===== src/design/dbp_pkg.sv =====
package dbp_pkg;
    localparam logic [7:0] DBP_ADDR_CTRL     = 8'h23;
    localparam logic [7:0] DBP_ADDR_IRQ_STAT = 8'h30;
    localparam logic [7:0] DBP_ADDR_IRQ_CLR  = 8'h31;
    localparam logic [7:0] DBP_ADDR_IRQ_EN   = 8'h32;
    localparam logic [7:0] DBP_ADDR_SRC      = 8'h33;
    localparam int DBP_BIT_EN     = 7;
    localparam int DBP_BIT_SIG_DETECT_IRQ_ENABLE  = 6;
    localparam int DBP_BIT_FB     = 1;
    localparam int DBP_BIT_SD     = 0;
    localparam int DBP_BIT_BSEL_HI = 6;
    localparam int DBP_BIT_BSEL_LO = 5;
    localparam logic DBP_RST_EN    = 1'b0;
    localparam logic DBP_RST_SIG_DETECT_IRQ_ENABLE = 1'b0;
    localparam logic DBP_RST_FB    = 1'b1;
    localparam logic [7:0] DBP_RST_SRC = 8'h00;
    localparam int DBP_CLK_MHZ      = 250;
    localparam int DBP_FB_LAT_NS    = 400;
    localparam int DBP_FB_LAT_CYC   = (DBP_FB_LAT_NS * DBP_CLK_MHZ) / 1000;
    localparam int DBP_FILT_LEN     = 4;
    // interrupt status bit positions
    localparam int DBP_IRQ_SD_EDGE  = 0;
    localparam int DBP_IRQ_SD_LOSS  = 1;
    localparam int DBP_IRQ_W        = 2;

    typedef struct packed {
        logic [7:0] addr;
        logic [7:0] wdata;
        logic       wr;
        logic       rd;
    } dbp_bus_req_t;

    typedef struct packed {
        logic o;
        logic oe;
    } dbp_pin_drv_t;

    typedef enum logic [2:0] {
        DBP_ST_OFF    = 3'b001,
        DBP_ST_NORMAL = 3'b010,
        DBP_ST_BYPASS = 3'b100
    } dbp_state_t;
endpackage : dbp_pkg


===== src/design/dbp_port.sv =====
`timescale 1ns/1ps
`default_nettype none
module dbp_port (
    // clock and reset
    input  wire logic       ref_clk,
    input  wire logic       rst,
    // register port
    input  wire logic [7:0] addr,
    input  wire logic [7:0] wdata,
    input  wire logic       wr,
    input  wire logic       rd,
    output logic      [7:0] rdata,
    // port3 bit7 pin (force bypass)
    input  wire logic       port3_bit7_in,
    output logic            port3_bit7_out,
    output logic            port3_bit7_oe,
    // port3 bit6 pin (signal detect)
    input  wire logic       port3_bit6_in,
    output logic            port3_bit6_out,
    output logic            port3_bit6_oe,
    // default pin configuration from other control registers
    input  wire logic       gp7_out,
    input  wire logic       gp7_oe,
    input  wire logic       gp6_out,
    input  wire logic       gp6_oe,
    input  wire logic [1:0] bypass_select,
    // interrupt
    output logic            irq_n,
    output logic [7:0]      bypass_irq_source
);
    dbp_pkg::dbp_bus_req_t  req;
    dbp_pkg::dbp_pin_drv_t  drv7;
    dbp_pkg::dbp_state_t    state;
    dbp_pkg::dbp_state_t    next_state;
    logic                   bypass_ctrl_enable;
    logic                   sig_detect_irq_enable;
    logic                   force_bypass;
    logic                   signal_detect;
    logic                   sd_edge;
    logic                   sd_raw7;
    logic [1:0]             irq_status;
    logic [1:0]             irq_enable;
    logic                   irq_any;
    logic [1:0]             ev;

    function automatic logic hit(input logic [7:0] a, input logic [7:0] ref_a);
        hit = (a == ref_a);
    endfunction : hit

    assign req = '{addr: addr, wdata: wdata, wr: wr, rd: rd};

    dbp_sd_filter #(
        .LEN(dbp_pkg::DBP_FILT_LEN)
    ) u_filt (
        .ref_clk   (ref_clk),
        .rst       (rst),
        .pin_in    (port3_bit6_in),
        .level     (signal_detect),
        .edge_pulse(sd_edge)
    );

    // force_bypass readback of the synchronised and filtered pin 7 level while disabled
    dbp_sd_filter #(
        .LEN(dbp_pkg::DBP_FILT_LEN)
    ) u_filt7 (
        .ref_clk   (ref_clk),
        .rst       (rst),
        .pin_in    (port3_bit7_in),
        .level     (sd_raw7),
        .edge_pulse()
    );

    // control register
    always_ff @(posedge ref_clk or posedge rst) begin
        if (rst) begin
            bypass_ctrl_enable    <= dbp_pkg::DBP_RST_EN;
            sig_detect_irq_enable <= dbp_pkg::DBP_RST_SIG_DETECT_IRQ_ENABLE;
        end else if (req.wr && hit(req.addr, dbp_pkg::DBP_ADDR_CTRL)) begin
            bypass_ctrl_enable    <= req.wdata[dbp_pkg::DBP_BIT_EN];
            sig_detect_irq_enable <= req.wdata[dbp_pkg::DBP_BIT_SIG_DETECT_IRQ_ENABLE];
        end
    end

    // force bypass bit, auto clear on loss wins over write
    always_ff @(posedge ref_clk or posedge rst) begin
        if (rst) begin
            force_bypass <= dbp_pkg::DBP_RST_FB;
        end else if (bypass_ctrl_enable && !signal_detect) begin
            force_bypass <= 1'b0;
        end else if (req.wr && hit(req.addr, dbp_pkg::DBP_ADDR_CTRL)) begin
            force_bypass <= req.wdata[dbp_pkg::DBP_BIT_FB];
        end
    end

    // output state
    always_comb begin
        next_state = dbp_pkg::DBP_ST_OFF;
        case (1'b1)
            !bypass_ctrl_enable: next_state = dbp_pkg::DBP_ST_OFF;
            force_bypass:        next_state = dbp_pkg::DBP_ST_NORMAL;
            default:             next_state = dbp_pkg::DBP_ST_BYPASS;
        endcase
    end

    always_ff @(posedge ref_clk or posedge rst) begin
        if (rst) begin
            state <= dbp_pkg::DBP_ST_OFF;
        end else begin
            state <= next_state;
        end
    end

    // pin 7: bypass select keeps control, otherwise totem-pole drive in normal and bypass states, gp7 pass-through when off
    always_comb begin
        drv7 = '{o: gp7_out, oe: gp7_oe};
        if (bypass_select == 2'h0) begin
            case (state)
                dbp_pkg::DBP_ST_OFF:    drv7 = '{o: gp7_out, oe: gp7_oe};
                dbp_pkg::DBP_ST_NORMAL: drv7 = '{o: 1'b1, oe: 1'b1};
                dbp_pkg::DBP_ST_BYPASS: drv7 = '{o: 1'b0, oe: 1'b1};
                default:                drv7 = '{o: gp7_out, oe: gp7_oe};
            endcase
        end
    end

    assign port3_bit7_out = drv7.o;
    assign port3_bit7_oe  = drv7.oe;
    // pin 6 is an input while enabled
    assign port3_bit6_out = bypass_ctrl_enable ? 1'b0 : gp6_out;
    assign port3_bit6_oe  = bypass_ctrl_enable ? 1'b0 : gp6_oe;

    // interrupt events
    assign ev[dbp_pkg::DBP_IRQ_SD_EDGE] = bypass_ctrl_enable && sig_detect_irq_enable && sd_edge;
    assign ev[dbp_pkg::DBP_IRQ_SD_LOSS] = bypass_ctrl_enable && sd_edge && !signal_detect;

    dbp_irq #(
        .W(dbp_pkg::DBP_IRQ_W)
    ) u_irq (
        .ref_clk  (ref_clk),
        .rst      (rst),
        .event_set(ev),
        .clr      (req.wdata[1:0]),
        .clr_wr   (req.wr && hit(req.addr, dbp_pkg::DBP_ADDR_IRQ_CLR)),
        .en_wdata (req.wdata[1:0]),
        .en_wr    (req.wr && hit(req.addr, dbp_pkg::DBP_ADDR_IRQ_EN)),
        .status   (irq_status),
        .enable   (irq_enable),
        .irq      (irq_any)
    );

    assign irq_n = ~(irq_any | (irq_status[dbp_pkg::DBP_IRQ_SD_EDGE]));

    // source register
    always_ff @(posedge ref_clk or posedge rst) begin
        if (rst) begin
            bypass_irq_source <= dbp_pkg::DBP_RST_SRC;
        end else if (ev[dbp_pkg::DBP_IRQ_SD_EDGE]) begin
            bypass_irq_source <= dbp_pkg::DBP_ADDR_CTRL;
        end
    end

    // read data one cycle after strobe
    always_ff @(posedge ref_clk or posedge rst) begin
        if (rst) begin
            rdata <= 8'h00;
        end else if (req.rd) begin
            case (req.addr)
                dbp_pkg::DBP_ADDR_CTRL: begin
                    rdata <= {bypass_ctrl_enable, sig_detect_irq_enable, 4'h0,
                              bypass_ctrl_enable ? force_bypass : sd_raw7,
                              signal_detect};
                end
                dbp_pkg::DBP_ADDR_IRQ_STAT: rdata <= {6'h00, irq_status};
                dbp_pkg::DBP_ADDR_IRQ_EN:   rdata <= {6'h00, irq_enable};
                dbp_pkg::DBP_ADDR_SRC:      rdata <= bypass_irq_source;
                default:                    rdata <= 8'h00;
            endcase
        end else begin
            rdata <= 8'h00;
        end
    end

    // assertions
    AST_LOSS_CLEARS_FB: assert property (@(posedge ref_clk) disable iff (rst)
        (bypass_ctrl_enable && !signal_detect) |=> !force_bypass)
        else $error("force bypass not cleared on signal loss");
    AST_LOSS_LATENCY: assert property (@(posedge ref_clk) disable iff (rst)
        (bypass_ctrl_enable && $fell(signal_detect) && bypass_select == 2'h0 && !$changed(bypass_ctrl_enable))
        |-> ##[1:3] (port3_bit7_out == 1'b0))
        else $error("force bypass output late after loss");
    AST_NORMAL_HIGH: assert property (@(posedge ref_clk) disable iff (rst)
        (state == dbp_pkg::DBP_ST_NORMAL && bypass_select == 2'h0) |-> (port3_bit7_out && port3_bit7_oe))
        else $error("normal mode output not high");
    AST_BYPASS_LOW: assert property (@(posedge ref_clk) disable iff (rst)
        (state == dbp_pkg::DBP_ST_BYPASS && bypass_select == 2'h0) |-> (!port3_bit7_out && port3_bit7_oe))
        else $error("bypass mode output not low");
    AST_EDGE_IRQ: assert property (@(posedge ref_clk) disable iff (rst)
        (bypass_ctrl_enable && sig_detect_irq_enable && sd_edge) |=> !irq_n)
        else $error("interrupt not asserted on transition");
    AST_NO_IRQ_DISABLED: assert property (@(posedge ref_clk) disable iff (rst)
        (!sig_detect_irq_enable && sd_edge) |=> !$rose(irq_status[dbp_pkg::DBP_IRQ_SD_EDGE]))
        else $error("interrupt raised while disabled");
    AST_SOURCE_ADDR: assert property (@(posedge ref_clk) disable iff (rst)
        $rose(irq_status[dbp_pkg::DBP_IRQ_SD_EDGE]) |-> (bypass_irq_source == dbp_pkg::DBP_ADDR_CTRL))
        else $error("source register not loaded");
    AST_PIN6_INPUT: assert property (@(posedge ref_clk) disable iff (rst)
        bypass_ctrl_enable |-> !port3_bit6_oe)
        else $error("signal detect pin driven while enabled");
    AST_DISABLED_PASS: assert property (@(posedge ref_clk) disable iff (rst)
        (state == dbp_pkg::DBP_ST_OFF) |-> (port3_bit7_oe == gp7_oe && port3_bit7_out == gp7_out))
        else $error("pin 7 not passed through while disabled");
    AST_SD_READ: assert property (@(posedge ref_clk) disable iff (rst)
        (rd && addr == dbp_pkg::DBP_ADDR_CTRL) |=> (rdata[0] == $past(signal_detect)))
        else $error("signal detect readback wrong");

    COV_LOSS: cover property (@(posedge ref_clk) disable iff (rst)
        bypass_ctrl_enable && $fell(signal_detect));
    COV_IRQ: cover property (@(posedge ref_clk) disable iff (rst) $fell(irq_n));
    COV_NORMAL: cover property (@(posedge ref_clk) disable iff (rst) state == dbp_pkg::DBP_ST_NORMAL);
endmodule : dbp_port
`default_nettype wire


===== src/design/dbp_sd_filter.sv =====
`timescale 1ns/1ps
`default_nettype none
module dbp_sd_filter #(
    parameter int LEN = dbp_pkg::DBP_FILT_LEN
) (
    // clock and reset
    input  wire logic ref_clk,
    input  wire logic rst,
    // pin and filtered output
    input  wire logic pin_in,
    output logic      level,
    output logic      edge_pulse
);
    logic       sync1;
    logic       sync2;
    logic [LEN-1:0] hist;

    // two-stage synchroniser
    always_ff @(posedge ref_clk or posedge rst) begin
        if (rst) begin
            sync1 <= 1'b1;
            sync2 <= 1'b1;
        end else begin
            sync1 <= pin_in;
            sync2 <= sync1;
        end
    end

    // history and majority-free filter: level changes only when all samples agree
    always_ff @(posedge ref_clk or posedge rst) begin
        if (rst) begin
            hist <= '1;
        end else begin
            hist <= {hist[LEN-2:0], sync2};
        end
    end

    always_ff @(posedge ref_clk or posedge rst) begin
        if (rst) begin
            level      <= 1'b1;
            edge_pulse <= 1'b0;
        end else begin
            edge_pulse <= 1'b0;
            if (&hist && !level) begin
                level      <= 1'b1;
                edge_pulse <= 1'b1;
            end else if (~|hist && level) begin
                level      <= 1'b0;
                edge_pulse <= 1'b1;
            end
        end
    end
endmodule : dbp_sd_filter
`default_nettype wire


===== src/design/dbp_irq.sv =====
`timescale 1ns/1ps
`default_nettype none
module dbp_irq #(
    parameter int W = dbp_pkg::DBP_IRQ_W
) (
    // clock and reset
    input  wire logic         ref_clk,
    input  wire logic         rst,
    // events and software access
    input  wire logic [W-1:0] event_set,
    input  wire logic [W-1:0] clr,
    input  wire logic         clr_wr,
    input  wire logic [W-1:0] en_wdata,
    input  wire logic         en_wr,
    output logic      [W-1:0] status,
    output logic      [W-1:0] enable,
    output logic              irq
);
    // sticky status, set wins over clear
    always_ff @(posedge ref_clk or posedge rst) begin
        if (rst) begin
            status <= '0;
        end else begin
            status <= (status & ~(clr_wr ? clr : '0)) | event_set;
        end
    end

    always_ff @(posedge ref_clk or posedge rst) begin
        if (rst) begin
            enable <= '0;
        end else if (en_wr) begin
            enable <= en_wdata;
        end
    end

    assign irq = |(status & enable);
endmodule : dbp_irq
`default_nettype wire


===== config.mk =====
export PLATFORM = sky130hd
export DESIGN_NAME = dbp_port
export DESIGN_NICKNAME = d
export VERILOG_FILES = /design/src/design/dbp_pkg.sv /design/src/design/dbp_port.sv /design/src/design/dbp_sd_filter.sv /design/src/design/dbp_irq.sv
export SDC_FILE = /design/constraint.sdc
export NUM_CORES = 1
export LEC_CHECK = 0
export BUFFER_PORTS_ARGS = -buffer_cell sky130_fd_sc_hd__buf_2
export CAP_MARGIN = 0
export CORE_ASPECT_RATIO = 1.5
export CORE_MARGIN = 2
export CORE_UTILIZATION = 43
export CTS_BUF_LIST = sky130_fd_sc_hd__clkbuf_8 sky130_fd_sc_hd__clkbuf_16
export CTS_CLUSTER_SIZE = 20
export DETAILED_ROUTE_END_ITERATION = 12
export PLACE_DENSITY = 0.74
export SYNTH_ARGS = -nofsm -noshare
export SYNTH_HDL_FRONTEND = slang
export SYNTH_SLANG_ARGS = --single-unit

===== constraint.sdc =====
create_clock -name ref_clk -period 1.05 [get_ports ref_clk]
set_input_delay 0.2625 -clock ref_clk [delete_from_list [all_inputs] [get_ports ref_clk]]
set_output_delay 0.2625 -clock ref_clk [all_outputs]
set_load 0.01 [all_outputs]

**After elaboration in Yosys (flattened, before gate mapping)**

Cells that the tools add are included.

- Eq/ne operators: 7
- Multiplexer cells: 18
- Bitwise logic cells: 6
- Reductions and logical operators: 25

Operators by type and width:

| operator | number |
|---|---|
| 8-bit by 6-bit == test with 1-bit output (second input constant) | 5 |
| 8-bit case mux with 4 select lines | 1 |
| 1-bit logical AND | 12 |
| 1-bit 2-to-1 mux | 11 |
| 8-bit 2-to-1 mux | 1 |
| 4-bit AND reduction | 2 |
| 4-bit OR reduction | 2 |
| 3-bit 2-to-1 mux | 2 |
| 2-bit nonzero test | 3 |
| 2-bit AND | 2 |
| 1-bit zero test | 4 |
| 2-bit 2-to-1 mux | 2 |
| 2-bit case mux with 2 select lines | 1 |
| 3-bit by 2-bit == test with 1-bit output (second input constant) | 1 |
| 3-bit == test (second input constant) | 1 |
| 2-bit zero test | 1 |
| 2-bit NOT | 1 |
| 2-bit bitwise OR | 1 |
| 2-bit OR reduction | 1 |
| 1-bit NOT | 1 |
| 1-bit bitwise OR | 1 |

- Bits in registers: 34
- Output and inout port bits: 21
- Word-level logic and storage cells: 73

**Logic depth before layout (Yosys ltp)**

- Depth in word-level cells: 6
- Gate-level depth with buffers: 4
- Mapped depth without buffers: 3

**Modules after synthesis**

A second synthesis with hierarchy kept.

- Cell total of the unflattened synthesis: 117
- Area, all modules: 1435.1 um^2

Modules (own cells, without submodules):

| module | times used | cells an instance | area an instance (um^2) | sequential area each (um^2) |
|---|---|---|---|---|
| dbp_port | 1 | 75 | 732.0 | 302.8 |
| dbp_sd_filter | 2 | 15 | 269.0 | 209.0 |
| dbp_irq | 1 | 12 | 165.2 | 100.1 |

**Worst setup path before layout**

OpenSTA, ideal clock, no wires.

- Path kind: in2reg
- Start: input port addr[6]
- End: register u_irq.enable[0]
- Library setup time: 0.128 ns
- Arrival time: 1.026 ns
- Data required time: 0.922 ns
- Slack: -0.103 ns
- Stages: 3
- Buffers on the path: 0
- Path through: and4bb_2 > nand4_1 > mux2_1

- Word-level cells in the longest chain between the ends: 2

RTL lines:

| element | line | RTL |
|---|---|---|
| start: declaration | dbp_port.sv:8 | `input wire logic [7:0] addr,` |
| 8-bit by 6-bit == test with 1-bit output | dbp_port.sv:47 | `hit = (a == ref_a);` |
| 1-bit logical AND | dbp_port.sv:145 | `.en_wr (req.wr && hit(req.addr, dbp_pkg::DBP_ADDR_IRQ_EN)),` |
| end signal: assignment | dbp_irq.sv:32 | `enable <= en_wdata;` |
| end: declaration | dbp_irq.sv:16 | `output logic [W-1:0] enable,` |

No other way between the ends.
A chain may end at the register's enable or synchronous reset.

**Worst setup path after layout**

- Start: register state[0]
- End: output port port3_bit7_out

- Word-level cells in the longest chain between the ends: 3
- Elaborated cells between the ends (all ways): 4
- Those cells by class: 2 x eq/ne; 2 x mux

RTL lines:

| element | line | RTL |
|---|---|---|
| start: declaration | dbp_port.sv:33 | `dbp_pkg::dbp_state_t state;` |
| start signal: assignment | dbp_port.sv:107 | `state <= dbp_pkg::DBP_ST_OFF;` |
| start signal: assignment | dbp_port.sv:109 | `state <= next_state;` |
| 3-bit == test / 3-bit by 2-bit == test with 1-bit output (equally long branches) | dbp_port.sv:117 | `case (state)` |
| 2-bit case mux with 2 select lines * | dbp_port.sv:117 |  |
| 2-bit 2-to-1 mux * | dbp_port.sv:116 | `if (bypass_select == 2'h0) begin` |
| end: declaration | dbp_port.sv:15 | `output logic port3_bit7_out,` |

Every way passes the cells marked *; elsewhere a longest branch is shown, timed or not.

==> metrics <==
CP max stage delay=540 ps; die area=0.00358 sq mm; critical path fanouts, max=2; Sw Share=a little under a quarter; Post-Syn Area=0.00134 sq mm; routed vias=992; Die W=49.5 um; Reg power frac=50.3%; maximum vdd drop=1070 uV; clk buf depth=2; vias in the first global route=1096; failing checks=setup timing; Tmin final=1480 ps; # DRC=0; Hold-fix buffers, CTS=0; CP arrival=around 1200 ps; Finished Core Util=62.8%; CP delay by family, top=flip-flops; remaining antenna violation count=0; Iteration-0 DRC Markers=14; fmax=674 MHz; Buf+Inv Stages, Crit Path=1; kind of critical path=reg -> out; global-route wire length before repair=approximately 4.8 mm; Post-Syn Area per Cell=12.2 sq um; RSZ-0062 raised after global routing=yes; # fillers=232; Setup violations, final=12; CP Capture Type=primary output; crit-path cells=nor4_1 > o21ai_1 > nand2_2 > buf_6; worst r2r path cells=4; Worst Hold Class=in -> async; ant diodes=0; gpl congestion=about 0.77; DP HPWL=1.96 mm; Post-Place Cells=about 190; gr usage total=18.1%; grt ovf=0; Leak=0.907 nW; Setup crit start kind=flip-flop; Port Buffers=36; Clock Pin Slew Worst Setup and Hold Paths=70 ps; Final Hold Viols=0; internal reg-to-reg setup slack=-160 ps; Max Slew Vio Count=0; clk sinks=31; period utilization=141%; Worst R2R Start=bypass_irq_source[0]; Clk pwr share=39.0%; largest net degree at the start of global routing=32; max cap viols=0; WP data required=790 ps; Initial DRT Pass Iterations=5; CTS tree=yes; core area=between 0.002 and 0.003 sq mm; num ports=49; outcome=finished, violations left; Root Buffer=clkbuf_8; Initial Utilization=45.4%; Crit path depth=4; area delta synth->final=38.5%; Switch Pwr=0.623 mW; WL final=2.86 mm; slowest CP cell=dfstp_2; pwr/cell area=around 1400 mW/mm^2; count of different cell masters after synthesis=35; final worst setup slack=-433 ps; share of layout cells above drive strength 1=between 50 and 60%; FP Rows=24; CTS HTree Levels=2; synth warn=0; DR vias/cell=4.91; Mapped Cells=between 100 and 150; worst reg2reg path endpoint=rdata[0]; logic gate share of total power=10.6%; fin nets=190; Pint=2.05 mW; post-synthesis sequential area ratio=59.6%; Avg WL per Cell=14.1 um; chip height=72.2 um; clock latency on the worst-skew pair=280 ps; register bit total from synthesis=31; filler-free cell count of the finished design=approximately 200; antenna violations before repair=0; TritonCTS Buffers=5; clock skew=7.23 ps
## what timing repair did
item                                    CTS  global route
endpoints found under the setup margin   12            20
setup buffers                             4             1
pin swaps                                 7             5
gates resized for setup                  13             9
## power by group through the flow
stage / logic, mW / clock network (mW) / registers [mW]
2_1_floorplan: 0.156 / 0 / 1.35
3_3_place_gp: 0.234 / 0 / 1.35
3_5_place_dp: 0.245 / 0 / 1.36
4_1_cts: 0.265 / 1.08 / 1.34
5_1_grt: 0.313 / 1.14 / 1.36
6_report: 0.284 / 1.04 / 1.35
## metal layers
metal / GRT usage (%) / share of wire [%] / wire (um) / vias up
met5: 0 / 0 / 0 / -
met4: 7.41 / 1.9 / 53 / 0
met3: 5.14 / 4.7 / 134 / 6
met2: 34.8 / 57 / 1640 / 37
met1: 17.7 / 36 / 1030 / 476
li1: - / - / - / 473
## cell usage after synthesis
library cell / number / area share, %
or3_1: 2 / 0.94
a32oi_1: 1 / 0.66
o22ai_1: 1 / 0.47
nor4_1: 1 / 0.47
o21ai_0: 2 / 0.75
inv_1: 3 / 0.84
dfrtp_1: 15 / 28
nand3_1: 4 / 1.5
a21o_1: 1 / 0.56
mux2i_1: 1 / 0.75
nor2_4: 1 / 0.84
o211ai_1: 1 / 0.56
and4_1: 1 / 0.66
nand2b_1: 3 / 1.4
o2bb2ai_1: 1 / 0.66
nor3_1: 1 / 0.37
nand3_2: 1 / 0.75
a31oi_1: 1 / 0.47
a21bo_2: 3 / 2.2
and4b_1: 2 / 1.5
conb_1: 1 / 0.28
mux2_2: 3 / 2.5
and3_1: 2 / 0.94
xor2_1: 1 / 0.66
dfstp_2: 16 / 31
nand2_1: 5 / 1.4
and4bb_2: 1 / 0.94
nor2_1: 5 / 1.4
nor2b_1: 4 / 1.9
mux2_1: 4 / 3.4
buf_4: 11 / 6.2
a21oi_1: 5 / 1.9
and2_1: 1 / 0.47
nand4_1: 3 / 1.4
and3b_1: 1 / 0.66
## cell usage in the layout (no fill, tap or decap), types with 2 or more instances in the layout
cell type	Yosys	layout
clkbuf_8	0	5
nor2_1	5	5
dfstp_2	16	16
buf_6	0	12
a21bo_2	3	3
nor2b_1	4	4
buf_4	11	7
dfrtp_1	15	14
inv_1	3	3
buf_2	0	30
mux2_2	3	2
nand4_1	3	3
and4b_1	2	2
and3_1	2	2
conb_1	1	8
nand3_1	4	3
mux2_4	0	4
nand2_1	5	4
nand2b_1	3	3
a21oi_2	0	2
a21oi_1	5	3
## worst min-delay path, stage by stage
cell	delay [ps]
buf_2	90
inv_1	80
buf_12	200
## logic make-up (layout without fill, tap and decap cells)
family | Yosys count | count (layout) | share of synthesized area (%)
and+or+nand+nor | 38 | 38 | 17.5
DFF | 31 | 31 | 59.6
AOI/OAI and AO/OA | 16 | 16 | 8.25
buffers and inverters | 14 | 61 | 7.03
muxes | 8 | 8 | 6.65
other | 1 | 8 | 0.281
xor gates and xnor gates | 1 | 1 | 0.656
## stage by stage
stage	power (mW)	instance area [sq um]	hold WS, ps	TNS (ps)	worst slack [ps]
5_1_grt	2.81	1850	8.07	-2720	-499
6_report	2.67	1850	3.27	-2240	-433
3_3_place_gp	1.59	1600	302	-1400	-223
4_1_cts	2.69	1800	1.14	-2200	-447
2_1_floorplan	1.50	1370	267	-353	-89.0
3_5_place_dp	1.61	1600	311	-1710	-266
## how the worst max path moves through the flow
stage | from | to | slack (ps)
finish | state[0] | port3_bit7_out | -430
global route | state[0] | port3_bit7_out | -500
CTS | state[0] | port3_bit7_out | -450
detailed placement | addr[6] | u_irq.enable[1] | -270
global placement | addr[6] | u_irq.enable[0] | -220
floorplan | addr[6] | u_irq.enable[0] | -90
## final cells by class
type,count,area [sq um],share of cell area (%)
clock buffer,6,93.8,5.07
clock inverter,2,13.8,0.744
inverter,3,11.3,0.609
multi-input combinational,71,527,28.5
sequential,31,797,43.1
tap,39,48.8,2.64
timing repair buffer,50,358,19.4
## sequential cells by signal, summed over array words and instances (netlist names), 2 cells and up
name          flops
rdata             5
state             3
u_filt.hist       4
u_filt7.hist      4
u_irq.enable      2
u_irq.status      2
No activity file was read; power rests on OpenSTA's default activity.
